==> src/rtl/porg_defines.vh <==
// Shared constants for the power-on reset gating block
`ifndef PORG_DEFINES_VH
`define PORG_DEFINES_VH

// Monitored supplies
`define PORG_NUM_SUP 3
`define PORG_SUP_BAT 0
`define PORG_SUP_CORE 1
`define PORG_SUP_PD 2

// Timing figures
`define PORG_CLK_HZ 10000000
`define PORG_RAMP_US 100
`define PORG_RAMP_CYC ((`PORG_RAMP_US * (`PORG_CLK_HZ / 1000000)) > 0 ? \
    (`PORG_RAMP_US * (`PORG_CLK_HZ / 1000000)) : 1)
`define PORG_SHIFT_CHK_CYC 4
`define PORG_CNT_W 24

// Sequencer states
`define PORG_ST_RESET 3'h0
`define PORG_ST_RAMP 3'h1
`define PORG_ST_CHECK 3'h2
`define PORG_ST_USER 3'h3
`define PORG_ST_FAIL 3'h4

`endif

==> src/rtl/porg_top.v <==
// Power-on reset gating sequencer: detector combining, shifter check, reset and programming gate
`include "porg_defines.vh"

module porg_top #(
    parameter RAMP_CYC = `PORG_RAMP_CYC,
    parameter CHK_CYC = `PORG_SHIFT_CHK_CYC
) (
    // Clock and reset
    input wire clk,
    input wire arst_n,
    // Detector outputs, high when supply is above trip level
    input wire backup_battery_supply_ok,
    input wire core_supply_ok,
    input wire io_predriver_supply_ok,
    // Level shifter loopback echoes
    input wire pd_shifter_echo,
    input wire config_pin_shifter_echo,
    // Level shifter test drive
    output reg shifter_test_drive,
    // Reset and permission outputs
    output reg main_reset_n,
    output reg program_enable,
    output reg io_tristate,
    output reg user_mode,
    output reg ramp_fail,
    output reg [`PORG_NUM_SUP-1:0] supply_low
);
    wire [`PORG_NUM_SUP-1:0] det_raw;
    wire [`PORG_NUM_SUP-1:0] det_ok;
    wire pd_echo_s;
    wire pgm_echo_s;
    wire all_ok;
    wire any_ok;
    reg [2:0] state_reg;
    reg [2:0] state_next;
    reg [`PORG_CNT_W-1:0] cnt_reg;
    reg [`PORG_CNT_W-1:0] cnt_next;
    reg drive_next;
    genvar i;

    assign det_raw[`PORG_SUP_BAT] = backup_battery_supply_ok;
    assign det_raw[`PORG_SUP_CORE] = core_supply_ok;
    assign det_raw[`PORG_SUP_PD] = io_predriver_supply_ok;

    // One synchroniser per detector, each watched alone
    generate
        for (i = 0; i < `PORG_NUM_SUP; i = i + 1) begin : g_det
            porg_sync u_sync (
                .clk(clk),
                .arst_n(arst_n),
                .d(det_raw[i]),
                .q(det_ok[i])
            );
        end
    endgenerate

    // Shifter echo synchronisers
    porg_sync u_pd_echo (
        .clk(clk),
        .arst_n(arst_n),
        .d(pd_shifter_echo),
        .q(pd_echo_s)
    );
    porg_sync u_pgm_echo (
        .clk(clk),
        .arst_n(arst_n),
        .d(config_pin_shifter_echo),
        .q(pgm_echo_s)
    );

    // Sequencer state codes
    localparam [2:0] ST_RESET = `PORG_ST_RESET;
    localparam [2:0] ST_RAMP = `PORG_ST_RAMP;
    localparam [2:0] ST_CHECK = `PORG_ST_CHECK;
    localparam [2:0] ST_USER = `PORG_ST_USER;
    localparam [2:0] ST_FAIL = `PORG_ST_FAIL;

    // Decoded next-state strobes
    wire enter_user;
    wire enter_fail;

    // AND of all detectors gates the reset
    assign all_ok = &det_ok;
    assign any_ok = |det_ok; // Ramp started

    // Next state is user mode or fault
    assign enter_user = (state_next == ST_USER);
    assign enter_fail = (state_next == ST_FAIL);

    // Next-state logic
    always @* begin
        state_next = state_reg;
        cnt_next = cnt_reg;
        drive_next = shifter_test_drive;
        case (state_reg)
            ST_RESET: begin
                // Timer idle, shifters undriven
                cnt_next = {`PORG_CNT_W{1'b0}};
                drive_next = 1'b0;
                if (any_ok) begin
                    state_next = ST_RAMP;
                end
            end
            ST_RAMP: begin
                // Ramp timer runs until all supplies are up
                cnt_next = cnt_reg + 1'b1;
                if (all_ok) begin
                    state_next = ST_CHECK;
                    cnt_next = {`PORG_CNT_W{1'b0}};
                    drive_next = 1'b1;
                end else if (!any_ok) begin
                    // All supplies gone again, start over
                    state_next = ST_RESET;
                end else if (cnt_reg >= RAMP_CYC[`PORG_CNT_W-1:0] - 1'b1) begin
                    state_next = ST_FAIL;
                end
            end
            ST_CHECK: begin
                // Each shifter phase lasts the check count
                cnt_next = cnt_reg + 1'b1;
                if (!all_ok) begin
                    state_next = ST_RESET;
                end else if (cnt_reg >= CHK_CYC[`PORG_CNT_W-1:0] - 1'b1) begin
                    // Drive high, then low; echoes must follow
                    if (shifter_test_drive) begin
                        if (pd_echo_s && pgm_echo_s) begin
                            drive_next = 1'b0;
                            cnt_next = {`PORG_CNT_W{1'b0}};
                        end else begin
                            // Stuck shifter, stay in reset until a power cycle
                            state_next = ST_FAIL;
                        end
                    end else begin
                        if (!pd_echo_s && !pgm_echo_s) begin
                            state_next = ST_USER;
                        end else begin
                            state_next = ST_FAIL;
                        end
                    end
                end
            end
            ST_USER: begin
                // Any supply drop throws the device back
                if (!all_ok) begin
                    state_next = ST_RESET;
                end
            end
            ST_FAIL: begin
                // Sticky until a full power cycle
                drive_next = 1'b0;
                if (!any_ok) begin
                    state_next = ST_RESET; // Power cycle retries
                end
            end
            default: begin
                state_next = ST_RESET;
            end
        endcase
    end

    // State register
    always @(posedge clk or negedge arst_n) begin
        if (!arst_n) begin
            state_reg <= ST_RESET;
        end else begin
            state_reg <= state_next;
        end
    end

    // Ramp and check timer
    always @(posedge clk or negedge arst_n) begin
        if (!arst_n) begin
            cnt_reg <= {`PORG_CNT_W{1'b0}};
        end else begin
            cnt_reg <= cnt_next;
        end
    end

    // Level shifter test drive
    always @(posedge clk or negedge arst_n) begin
        if (!arst_n) begin
            shifter_test_drive <= 1'b0;
        end else begin
            shifter_test_drive <= drive_next;
        end
    end

    // Main reset, released only in user mode
    always @(posedge clk or negedge arst_n) begin
        if (!arst_n) begin
            main_reset_n <= 1'b0;
        end else begin
            main_reset_n <= enter_user;
        end
    end

    // Programming permission, needs every detector released
    always @(posedge clk or negedge arst_n) begin
        if (!arst_n) begin
            program_enable <= 1'b0;
        end else begin
            program_enable <= enter_user && all_ok;
        end
    end

    // I/O pins float outside user mode, tristate set in reset
    always @(posedge clk or negedge arst_n) begin
        if (!arst_n) begin
            io_tristate <= 1'b1;
        end else begin
            io_tristate <= !enter_user;
        end
    end

    // User mode flag
    always @(posedge clk or negedge arst_n) begin
        if (!arst_n) begin
            user_mode <= 1'b0;
        end else begin
            user_mode <= enter_user;
        end
    end

    // Fault flag, ramp timeout or shifter check failure
    always @(posedge clk or negedge arst_n) begin
        if (!arst_n) begin
            ramp_fail <= 1'b0;
        end else begin
            ramp_fail <= enter_fail;
        end
    end

    // Per-detector low flags
    always @(posedge clk or negedge arst_n) begin
        if (!arst_n) begin
            supply_low <= {`PORG_NUM_SUP{1'b1}};
        end else begin
            supply_low <= ~det_ok;
        end
    end
endmodule

==> src/rtl/porg_sync.v <==
// Two-flop synchroniser for one bit, resets to the asserted-low level
module porg_sync (
    // Clock and reset
    input wire clk,
    input wire arst_n,
    // Async in, synced out
    input wire d,
    output reg q
);
    reg meta_reg;

    // First flop feeds only the second
    always @(posedge clk or negedge arst_n) begin
        if (!arst_n) begin
            meta_reg <= 1'b0;
            q <= 1'b0;
        end else begin
            meta_reg <= d;
            q <= meta_reg;
        end
    end
endmodule

==> config.mk <==
export PLATFORM = sky130hd
export DESIGN_NAME = porg_top
export DESIGN_NICKNAME = d
export VERILOG_FILES = /design/src/rtl/porg_top.v /design/src/rtl/porg_sync.v
export VERILOG_INCLUDE_DIRS = /design/src /design/src/rtl
export SDC_FILE = /design/constraint.sdc
export NUM_CORES = 1
export LEC_CHECK = 0
export ABC_CLOCK_PERIOD_IN_PS = 5700
export BUFFER_PORTS_ARGS = -buffer_cell sky130_fd_sc_hd__buf_2
export CAP_MARGIN = 25
export CELL_PAD_IN_SITES_DETAIL_PLACEMENT = 0
export CELL_PAD_IN_SITES_GLOBAL_PLACEMENT = 2
export CORE_AREA = 3 3 78 80
export DETAILED_ROUTE_END_ITERATION = 7
export DIE_AREA = 0 0 81 83
export GPL_ROUTABILITY_DRIVEN = 0
export PLACE_DENSITY = 0.86
export SLEW_MARGIN = 30
export SYNTH_ARGS = -nofsm -noshare
export SYNTH_HDL_FRONTEND = slang
export SYNTH_SLANG_ARGS = --single-unit
==> constraint.sdc <==
create_clock -name clk -period 5.7 [get_ports clk]
set_input_delay 0.285 -clock clk [delete_from_list [all_inputs] [get_ports clk]]
set_output_delay 0.285 -clock clk [all_outputs]
set_load 0.1 [all_outputs]
# Yosys cells after proc, flatten, opt, wreduce, memory -nomap -nowiden
# Index checks and enable logic that the tools add are counted.
op_classes:
  addsub: 1
  n_lt_le_gt_ge: 2
  n_eq_ne: 9
  n_mux: 24
  n_bitwise: 1
  reduce_logical: 13
op_table:
  columns: ["operator", "n"]
  rows:
  - ["$mux W24", 5]
  - ["$pmux W24 S3", 1]
  - ["$mux W3", 11]
  - ["$add A24 B1 Y24 const B", 1]
  - ["$ge A24 B10 Y1 const B", 1]
  - ["$ge A24 B2 Y1 const B", 1]
  - ["$pmux W3 S5", 1]
  - ["$eq A3 B2 Y1 const B", 3]
  - ["$eq A3 B3 Y1 const B", 2]
  - ["$ne A2 B2 Y1 const B", 3]
  - ["$reduce_bool A3 Y1", 2]
  - ["$mux W1", 5]
  - ["$reduce_and A4 Y1", 1]
  - ["$eq A3 B1 Y1 const B", 1]
  - ["$logic_and A1 B1 Y1", 3]
  - ["$logic_not A1 Y1", 3]
  - ["$logic_not A3 Y1", 1]
  - ["$not A3 Y3", 1]
  - ["$pmux W1 S3", 1]
  - ["$reduce_and A3 Y1", 1]
  - ["$reduce_or A3 Y1", 1]
  - ["$reduce_or A2 Y1", 1]
totals:
  reg_bits: 45
  inputBits: 7
  out_inout_bits: 9

# Longest topological paths before layout
# Gate-level depths: netlist of run 1.
depth:
  depth_word: 9
  ltp_mapped: 7
  mapped_depth_nobuf: 6

# Cells and area by module
# Synthesis of run 1 repeated with hierarchy kept, for this count alone.
hier_totals:
  cells_unflattened: 208
  hier_area_um2: 2117.0
by_module_without_submodules:
  columns: ["module", "instances", "cells_each", "area_per_inst_um2"]
  rows:
  - ["porg_top", 1, 198, 1866.8]
  - ["porg_sync", 5, 2, 50.0]

# Worst setup path before layout of run 1
# No wires, ideal clock.
synth_timing:
  kind: "reg-to-reg"
  from: "reg shifter_test_drive"
  to: "reg cnt_reg[15]"
  arrival_ns: 1.863
  slack_ns: 3.716
  path_stages_with_launch: 7
  n_path_buf: 1
  cell_sequence: "dfrtp_1 nand3_1 nor4_1 o21ai_1 nand2_2 buf_2 nor2_1"
synth_between:
  elab_chain_cells: 4
synth_rtl:
  columns: ["item", "line", "text"]
  rows:
  - ["start: declaration", "porg_top.v:19", "output reg shifter_test_drive,"]
  - ["start signal: assignment", "porg_top.v:184", "shifter_test_drive <= drive_next;"]
  - ["$mux W24", "porg_top.v:125", "if (shifter_test_drive) begin"]
  - ["$mux W24", "porg_top.v:123", "end else if (cnt_reg >= CHK_CYC[`PORG_CNT_W-1:0] - 1'b1) begin"]
  - ["$mux W24", "porg_top.v:121", "if (!all_ok) begin"]
  - ["$pmux W24 S3", "porg_top.v:95", "case (state_reg)"]
  - ["end signal: assignment", "porg_top.v:173", "cnt_reg <= {`PORG_CNT_W{1'b0}};"]
  - ["end signal: assignment", "porg_top.v:175", "cnt_reg <= cnt_next;"]
  - ["end: declaration", "porg_top.v:36", "reg [`PORG_CNT_W-1:0] cnt_reg;"]
# No other way between the ends.
# A chain may end at the register's enable or synchronous reset.

# Final worst setup path of run 1
layout_timing:
  from: "reg cnt_reg[0]"
  to: "reg cnt_reg[11]"
layout_between:
  elab_chain_cells: 6
  elab_cells_between_ends: 8
  classes_between: "add/sub (1); order compare (1); mux (6)"
layout_rtl:
  columns: ["item", "line", "text"]
  rows:
  - ["$add A24 B1 Y24", "porg_top.v:106, porg_top.v:120", null]
  - ["$mux W24", "porg_top.v:126", "if (pd_echo_s && pgm_echo_s) begin"]
  - ["$mux W24", "porg_top.v:125", null]
  - ["$mux W24", "porg_top.v:123", null]
  - ["$mux W24", "porg_top.v:121", null]
  - ["$pmux W24 S3 *", "porg_top.v:95", null]
# Every way passes the cells marked *; elsewhere a longest branch is shown, timed or not.

==> impl_metrics.ini, run 1 <==
[placed_design]
placed_cell_area_um2 = 2350
port_buffers = 15
hpwlAfterDp_um = 3130
placedCellCount = 298

[yosys]
synth_compound_area_frac = 0.124
netlist_instances = 217
synth_cell_types = 52
syn_area_um2 = 2210
synth_top_flop_cell = dfrtp_1
synth_most_common_cell = dfrtp_1
ys_seq_area_frac = 0.512
synth_top_family_by_area = simple AND/OR/NAND/NOR gates
synthMuxAreaShare = 0.00907
synth_top_cell_area_share = 0.465
synth-edff-count = 0
yosys.area_share.xor_xnor = 0.0436
syn_nets = 225
synth_commonest_cells = dfrtp_1, nor2_1, nand3_1
syn_avg_cell_area_um2 = 10.2
synth_top_area_cell = dfrtp_1
async_reset_ff_frac = 1.00
ys.warnings.count = 0
synth-simple-area-share = 0.279
synth-adder-area-share = 0.00567
synth_area_leaders = dfrtp_1, dfstp_2, nand3_1, nor2_1, o21ai_1
synth-seq-cells = 45

[worst_setup_path]
crit_type = reg -> reg
cp_max_fo = 9
critPathLaunchType = flop
cp_data_arrival_time_ns = 2.38
r2r-start = cnt_reg[0]$_DFFE_PN0P_
crit_required_ns = 5.90
reg2reg_depth = 6
rrSetupSlack_ns = 3.52
r2r-end = cnt_reg[11]$_DFFE_PN0P_
worstSetupEndpointType = flop

[power]
clkPwrFrac = 0.292
vdd_drop_max_uv = 168
combPwrFrac = 0.200
power_uw = 715
seq_power_share = 0.508
p_sw_frac = 0.336
power-per-cell-area_nw_per_um2 = 292
p_int_uw = 475
leakage_uw = 0.00104
p_switching_uw = 241

[global_route]
grt_pass1_vias = 1567
grt_pass1_wl_um = 7990
grt.overflow.total = 0
grt_usage = 0.152
grt_max_degree = 46
antenna_found_initial = 0

[routing]
first_pass_iters = 4
drc_errors = 0
vias = 1655
avgViaCountPerCell = 5.39
first_iter_violations = 59
antenna_left = 0
avgRoutedWirePerCell_um = 15.0
routed_wirelength_um = 4600

[sta]
report.final.setup_viol = 0
rsz0062_at_grt = false
setup-tns-final_ns = 0
tightest_slew_ns = 0.592
relSlewSlack = 0.605
finalMaxSlewViolations = 0
finalCritPeriodShare = 0.382
fmax_mhz = 459
period_minus_slack_ns = 2.18
skew_ns = 0.0128
finalHoldViolCount = 0

[clock_tree]
cts.sinks = 45
cts_resized = 0
clockBufferDepth = 2
cts_buffers = 5
insertion_delay_ns = 0.30
cts_tree = done
clkTransAtPathRegs_ns = 0.09
htreeDepth = 2
root_buffer = clkbuf_8

[layout]
largest_reg_flops = 24
drive_above_1_share = 0.179
area_growth_syn_to_layout_pct = 11.1
fin_nets = 242
final_area_um2 = 2450
diodes = 0
fin_cells = 307

[outcome]
status = finished, final reports clean

[die]
coreArea_um2 = 5470
start_util = 0.404
io_pins = 16
dieArea_um2 = 6720
rows = 27
fp.dieH_um = 83
die_w_um = 81

[hold_path]
hp-class = in -> reg
min_to = g_det[0].u_sync.meta_reg$_DFF_PN0_
hold-path-cell-count = 1
hold_path_startpoint = backup_battery_supply_ok

[run]
cap_viol_max_count = 0
critical path: stages, from the launching register on:
cell and delay, ns:
dfrtp_1 0.42, ha_1 0.28, nor3_1 0.20, nand3_1 0.25, nor3_4 0.50, nor2_2 0.14, o311ai_2 0.30
worst max-delay path by stage:
stage | startpoint | end | depth (start not counted)
finish | cnt_reg[0]$_DFFE_PN0P_ | cnt_reg[11]$_DFFE_PN0P_ | 6
global route | cnt_reg[0]$_DFFE_PN0P_ | cnt_reg[11]$_DFFE_PN0P_ | 6
detailed placement | cnt_reg[0]$_DFFE_PN0P_ | cnt_reg[11]$_DFFE_PN0P_ | 6
CTS | cnt_reg[0]$_DFFE_PN0P_ | cnt_reg[11]$_DFFE_PN0P_ | 6
global placement | cnt_reg[0]$_DFFE_PN0P_ | cnt_reg[11]$_DFFE_PN0P_ | 6
floorplan | shifter_test_drive$_DFFE_PN0P_ | cnt_reg[15]$_DFFE_PN0P_ | 6
per-layer routing:
metal,vias to the layer above,GRT usage,wire length (um)
met2,34,0.221,2040
li1,822,-,-
met4,0,0.0476,78
met1,791,0.223,2330
met3,8,0.0347,157
met5,-,0,0
timing repair:
| action | 4_1_cts | 5_1_grt |
|---|---|---|
| setup buffers | 0 | 0 |
| hold buffers | 1 | 0 |
| endpoints found under the hold margin | 29 | 0 |
cells by family (layout without fill, tap and decap cells):
family          count (synthesis)  after routing
mux                             2              2
xor+xnor                       11             11
fa+ha+maj                       1              1
simple gates                  103            103
flops                          45             45
buf+inv                        14             32
compound gates                 41             41
power by group through the flow:
stage                     Clock (uW)  Sequential (uW)  Combinational, uW
after CTS                        216              363                145
after floorplan                    0              395               81.6
after global routing             233              367                157
final                            209              363                143
after detailed placement           0              369                144
after global placement             0              368                144
cell type report:
class / count / area [um^2]
fill: 552 / 3020
sequential: 45 / 1130
multi-input combinational: 158 / 1020
tap: 72 / 90.1
timing repair buffer: 16 / 87.6
clock buffer: 6 / 82.6
inverter: 8 / 30.0
clock inverter: 2 / 13.8
through the flow:
| stage | hold WS (ns) | utilization | setup WS [ns] |
|---|---|---|---|
| 6_report | 0.0893 | 0.448 | 3.52 |
| 3_5_place_dp | 0.319 | 0.429 | 3.52 |
| 5_1_grt | 0.0687 | 0.448 | 3.31 |
| 2_1_floorplan | -0.0106 | - | 3.72 |
| 4_1_cts | 0.0794 | 0.448 | 3.49 |
| 3_3_place_gp | 0.333 | 0.428 | 3.58 |
cells in the final DEF, fill, tap and decap left out, drive strengths merged, types with 2 or more instances in the layout:
cell and n:
nand3 16, nor3 13, buf 15, nor4 8, a32o 2, and2 3, nand4 7, nand2b 2
nand3b 3, nor2 21, and4 4, mux2i 2, and3 4, inv 8, nor2b 2, a31oi 3
clkbuf 6, xor2 5, xnor2 6, o21ai 18, or2 2, o22ai 4, clkinv 2, nand2 16
dfrtp 41, a21oi 5, dfstp 4
No activity file was read; power rests on OpenSTA's default activity.
==> inputs of run 2 (changes only) <==
Settings changed: ABC_CLOCK_PERIOD_IN_PS 5700 to 2190, CORE_AREA 3 3 78 80 to 3 3 81 83, DIE_AREA 0 0 81 83 to 0 0 84 86, PLACE_DENSITY 0.86 to 0.81.
Clock period 5.7 ns to 2.19 ns, I/O delays scaled along.
==> run 2 against run 1 <==
Register-to-register slack worse by 3.3 ns; combinational power rose to 3.2 times the previous value; sequential share of layout area down 3.5 points; fmax up 9.2%; sequential power rose to 2.6 times the previous value; utilization about the same; critical path type unchanged.
==> impl_metrics.ini, run 2 (synthesized netlist as in run 1, its figures left out) <==
[routing]
antenna_left = 0
first_pass_iters = 7
avgRoutedWirePerCell_um = 14.8
vias = 1714
first_iter_violations = 83
avgViaCountPerCell = 5.24
drc_errors = 0
routed_wirelength_um = 4850

[global_route]
grt_pass1_wl_um = 8720
antenna_found_initial = 0
grt_pass1_vias = 1787
grt_usage = 0.151
grt.overflow.total = 0
grt_max_degree = 46

[sta]
fmax_mhz = 501
finalMaxSlewViolations = 0
report.final.setup_viol = 0
finalHoldViolCount = 0
finalCritPeriodShare = 0.912
setup-tns-final_ns = 0
rsz0062_at_grt = false
tightest_slew_ns = 0.494
setup_slack_ns = 0.194
relSlewSlack = 0.667
skew_ns = 0.0104
period_minus_slack_ns = 2.00

[layout]
drive_above_1_share = 0.222
largest_reg_flops = 24
area_growth_syn_to_layout_pct = 20.1
final_cell_mix = dfrtp_1, nor2_1, nand3_1, nand2_1, buf_2
fin_cells = 327
diodes = 0
final_common_cell = dfrtp_1
fin_nets = 259

[die]
dieArea_um2 = 7220
coreArea_um2 = 5920
die_w_um = 84
start_util = 0.373
fp.dieH_um = 86
io_pins = 16
rows = 28

[worst_setup_path]
reg2reg_depth = 7
critPathLaunchType = flop
crit_required_ns = 2.40
cp_data_arrival_time_ns = 2.21
worstSetupEndpointType = flop
cp_max_fo = 8
crit_type = reg -> reg

[power]
vdd_drop_max_uv = 398
power-per-cell-area_nw_per_um2 = 765
power_uw = 2030
leakage_uw = 0.00114

[placed_design]
dpl_worst_slack_ns = 0.147
placedCellCount = 312
port_buffers = 15
hpwlAfterDp_um = 3450

[clock_tree]
root_buffer = clkbuf_8
cts_tree = done
cts.sinks = 45
htreeDepth = 2
insertion_delay_ns = 0.30
clockBufferDepth = 2
clkTransAtPathRegs_ns = 0.09
cts_buffers = 5

[outcome]
status = finished, final reports clean

[run]
cap_viol_max_count = 0

[hold_path]
hp-class = in -> async
==> run 2: final timing paths <==
kind,start,end,slack [ns]
max,cnt_reg[0]$_DFFE_PN0P_,cnt_reg[11]$_DFFE_PN0P_,0.19
min,arst_n,cnt_reg[9]$_DFFE_PN0P_,0.31
max reg2reg,cnt_reg[0]$_DFFE_PN0P_,cnt_reg[11]$_DFFE_PN0P_,0.19
min reg2reg,g_det[2].u_sync.meta_reg$_DFF_PN0_,g_det[2].u_sync.q$_DFF_PN0_,0.35
max in group asynchronous,arst_n,supply_low[1]$_DFF_PN1_,1.62
min in group clk,g_det[2].u_sync.meta_reg$_DFF_PN0_,g_det[2].u_sync.q$_DFF_PN0_,0.35
==> run 2: final cells by class <==
class                      instances  area (um^2)
sequential                        45         1130
tap                               75         93.8
clock inverter                     2         37.5
clock buffer                       6         82.6
multi-input combinational        158         1030
inverter                           8         30.0
timing repair buffer              33          250
fill                             569         3270
==> run 2: metal layers <==
| layer | wire [um] | track usage | vias to the layer above |
|---|---|---|---|
| met5 | 0 | 0 | - |
| met4 | 59 | 0.0439 | 0 |
| met3 | 176 | 0.0365 | 6 |
| met2 | 2240 | 0.242 | 29 |
| met1 | 2380 | 0.204 | 821 |
| li1 | - | - | 858 |
==> run 2: critical path: stages (launching register included) <==
cell      delay, ns
dfrtp_1        0.43
ha_1           0.28
nor3_1         0.25
nand3_2        0.19
nor3_4         0.30
buf_12         0.16
nor2_2         0.05
o311ai_2       0.25
==> run 2: repair_timing <==
| item | 4_1_cts | 5_1_grt |
|---|---|---|
| endpoints found under the setup margin | 0 | 6 |
| setup buffers | 0 | 1 |
| endpoints found under the hold margin | 46 | 0 |
| hold buffers | 6 | 0 |
| gates resized for setup | 0 | 2 |
==> run 2: stage by stage <==
step / cell area, um^2 / hold slack, ns / util
2_1_floorplan: 2210 / -0.186 / -
3_3_place_gp: 2440 / 0.108 / 0.413
3_5_place_dp: 2440 / 0.113 / 0.413
4_1_cts: 2620 / 0.322 / 0.443
5_1_grt: 2650 / 0.339 / 0.448
6_report: 2650 / 0.307 / 0.448
==> run 2: power breakdown <==
group / total, uW / switching (uW) / internal (uW)
Sequential: 926 / 42.2 / 884
Clock: 653 / 282 / 371
Combinational: 451 / 313 / 138
Total: 2030 / 637 / 1390
==> inputs of run 3 (changes only) <==
Settings changed: ABC_CLOCK_PERIOD_IN_PS 2190 to 2050, CTS_CLUSTER_DIAMETER set to 150.
Clock period 2.19 ns to 2.05 ns, I/O delays scaled along.
==> run 3 against run 2 <==
Combinational power increased by 7.5%; cell count increased by 1.5%; clock power decreased by 16%; global-route usage increased by 0.35 points; wire length increased by 2.0%; largest cell class unchanged; largest power group unchanged.
==> impl_metrics.ini, run 3 (synthesized netlist as in run 1, its figures left out) <==
[layout]
seq_area_um2 = 1130
multi_input_area_um2 = 1030
largest_reg_flops = 24
diodes = 0
fillers = 567
area_growth_syn_to_layout_pct = 19.5
fin_nets = 264
final_common_cell = dfrtp_1
drive_above_1_share = 0.237
final_area_um2 = 2640
final_cell_mix = dfrtp_1, nor2_1, buf_4

[routing]
routed_wirelength_um = 4950
antenna_left = 0
first_iter_violations = 141
drc_errors = 0
vias = 1768
first_pass_iters = 4
avgRoutedWirePerCell_um = 14.9
avgViaCountPerCell = 5.33

[placed_design]
dpl_worst_slack_ns = 0.128
port_buffers = 15
placed_cell_area_um2 = 2480
hpwlAfterDp_um = 3560

[die]
rows = 28
fp.dieH_um = 86
die_w_um = 84
start_util = 0.373
dieArea_um2 = 7220
io_pins = 16
coreArea_um2 = 5920

[sta]
skew_ns = 0.00935
period_minus_slack_ns = 1.88
fmax_mhz = 533
finalHoldViolCount = 0
report.final.setup_viol = 0
relSlewSlack = 0.618
finalCritPeriodShare = 0.915
finalMaxSlewViolations = 0
setup_slack_ns = 0.175
tightest_slew_ns = 0.573
rsz0062_at_grt = false
setup-tns-final_ns = 0

[hold_path]
min_to = g_det[0].u_sync.q$_DFF_PN0_
hp-class = reg -> reg
hold_path_startpoint = g_det[0].u_sync.meta_reg$_DFF_PN0_
hold-path-cell-count = 0

[worst_setup_path]
cp.depth = 5
slowest_delay_ns = 0.43
cp_data_arrival_time_ns = 2.11
reg2reg_depth = 5
critPathSlowestCell = nor4_2
cp_max_fo = 7
r2r-end = program_enable$_DFF_PN0_
critPathLaunchType = flop
rrSetupSlack_ns = 0.17
crit_type = reg -> reg
crit_required_ns = 2.29
path_cells = nor4_2 > nand4_4 > nand3b_4 > a221oi_2 > and2_1
path_delay_family = simple AND/OR/NAND/NOR gates
r2r-start = cnt_reg[22]$_DFFE_PN0P_
worstSetupEndpointType = flop
critPathBufInv = 0

[global_route]
grt_pass1_wl_um = 8850
grt_max_degree = 46
grt.overflow.total = 0
grt_pass1_vias = 1720
grt_usage = 0.154
antenna_found_initial = 0

[clock_tree]
insertion_delay_ns = 0.30
htreeDepth = 2
root_buffer = clkbuf_8
clockBufferDepth = 2
clkTransAtPathRegs_ns = 0.08
cts.sinks = 45
cts_tree = done
cts_buffers = 5

[power]
power_uw = 2040
vdd_drop_max_uv = 541
power-per-cell-area_nw_per_um2 = 772
leakage_uw = 0.00114

[outcome]
status = finished, final reports clean

[run]
cap_viol_max_count = 0
[run 3: changes by cell type in the layout (fill, tap and decap cells not counted), sizes merged]
cell,before,now
buf,27,32
bufinv,1,0
clkinv,0,1
[run 3: worst max-delay path by stage]
stage	startpoint	end	slack, ns
2_1_floorplan	shifter_test_drive$_DFFE_PN0P_	cnt_reg[15]$_DFFE_PN0P_	0.07
3_3_place_gp	cnt_reg[0]$_DFFE_PN0P_	ramp_fail$_DFF_PN0_	0.14
3_5_place_dp	cnt_reg[0]$_DFFE_PN0P_	ramp_fail$_DFF_PN0_	0.13
4_1_cts	cnt_reg[0]$_DFFE_PN0P_	ramp_fail$_DFF_PN0_	0.11
5_1_grt	cnt_reg[22]$_DFFE_PN0P_	program_enable$_DFF_PN0_	0.03
6_report	cnt_reg[22]$_DFFE_PN0P_	program_enable$_DFF_PN0_	0.17
[run 3: worst reg2reg max path, cell delays in order (launching register included)]
cell,delay (ns)
dfrtp_1,0.42
nor4_2,0.43
nand4_4,0.22
nand3b_4,0.21
a221oi_2,0.36
and2_1,0.17
[run 3: power by group]
part | switching [uW] | internal [uW] | leakage [uW]
sequential | 58.1 | 944 | 0.000583
combinational | 325 | 160 | 0.000516
clock | 307 | 243 | 0.0000414
[run 3: layout make-up]
| class | instances | area share |
|---|---|---|
| Clock inverter | 2 | 0.00616 |
| Inverter | 8 | 0.0114 |
| Sequential cell | 45 | 0.429 |
| Clock buffer | 6 | 0.0275 |
| Timing Repair Buffer | 38 | 0.0996 |
| Tap cell | 75 | 0.0356 |
| Multi-Input combinational cell | 158 | 0.391 |
[run 3: metrics by stage]
| step | utilization | hold slack [ns] | cells |
|---|---|---|---|
| floorplan | - | -0.193 | 217 |
| global placement | 0.418 | 0.211 | 318 |
| detailed placement | 0.418 | 0.212 | 318 |
| CTS | 0.443 | 0.357 | 332 |
| global route | 0.446 | 0.359 | 332 |
| finish | 0.446 | 0.355 | 332 |
[run 3: routing by layer]
metal | share of wire | vias to the layer above | global-route usage
li1 | - | 875 | -
met1 | 0.48 | 859 | 0.224
met2 | 0.47 | 28 | 0.232
met3 | 0.037 | 6 | 0.0336
met4 | 0.011 | 0 | 0.0439
met5 | 0 | - | 0
[run 3: what timing repair did]
item,CTS,global route
buffers inserted,0,0
gates resized for setup,0,3
hold buffers,6,0
endpoints found under the hold margin,46,0
setup endpoints to repair,0,11
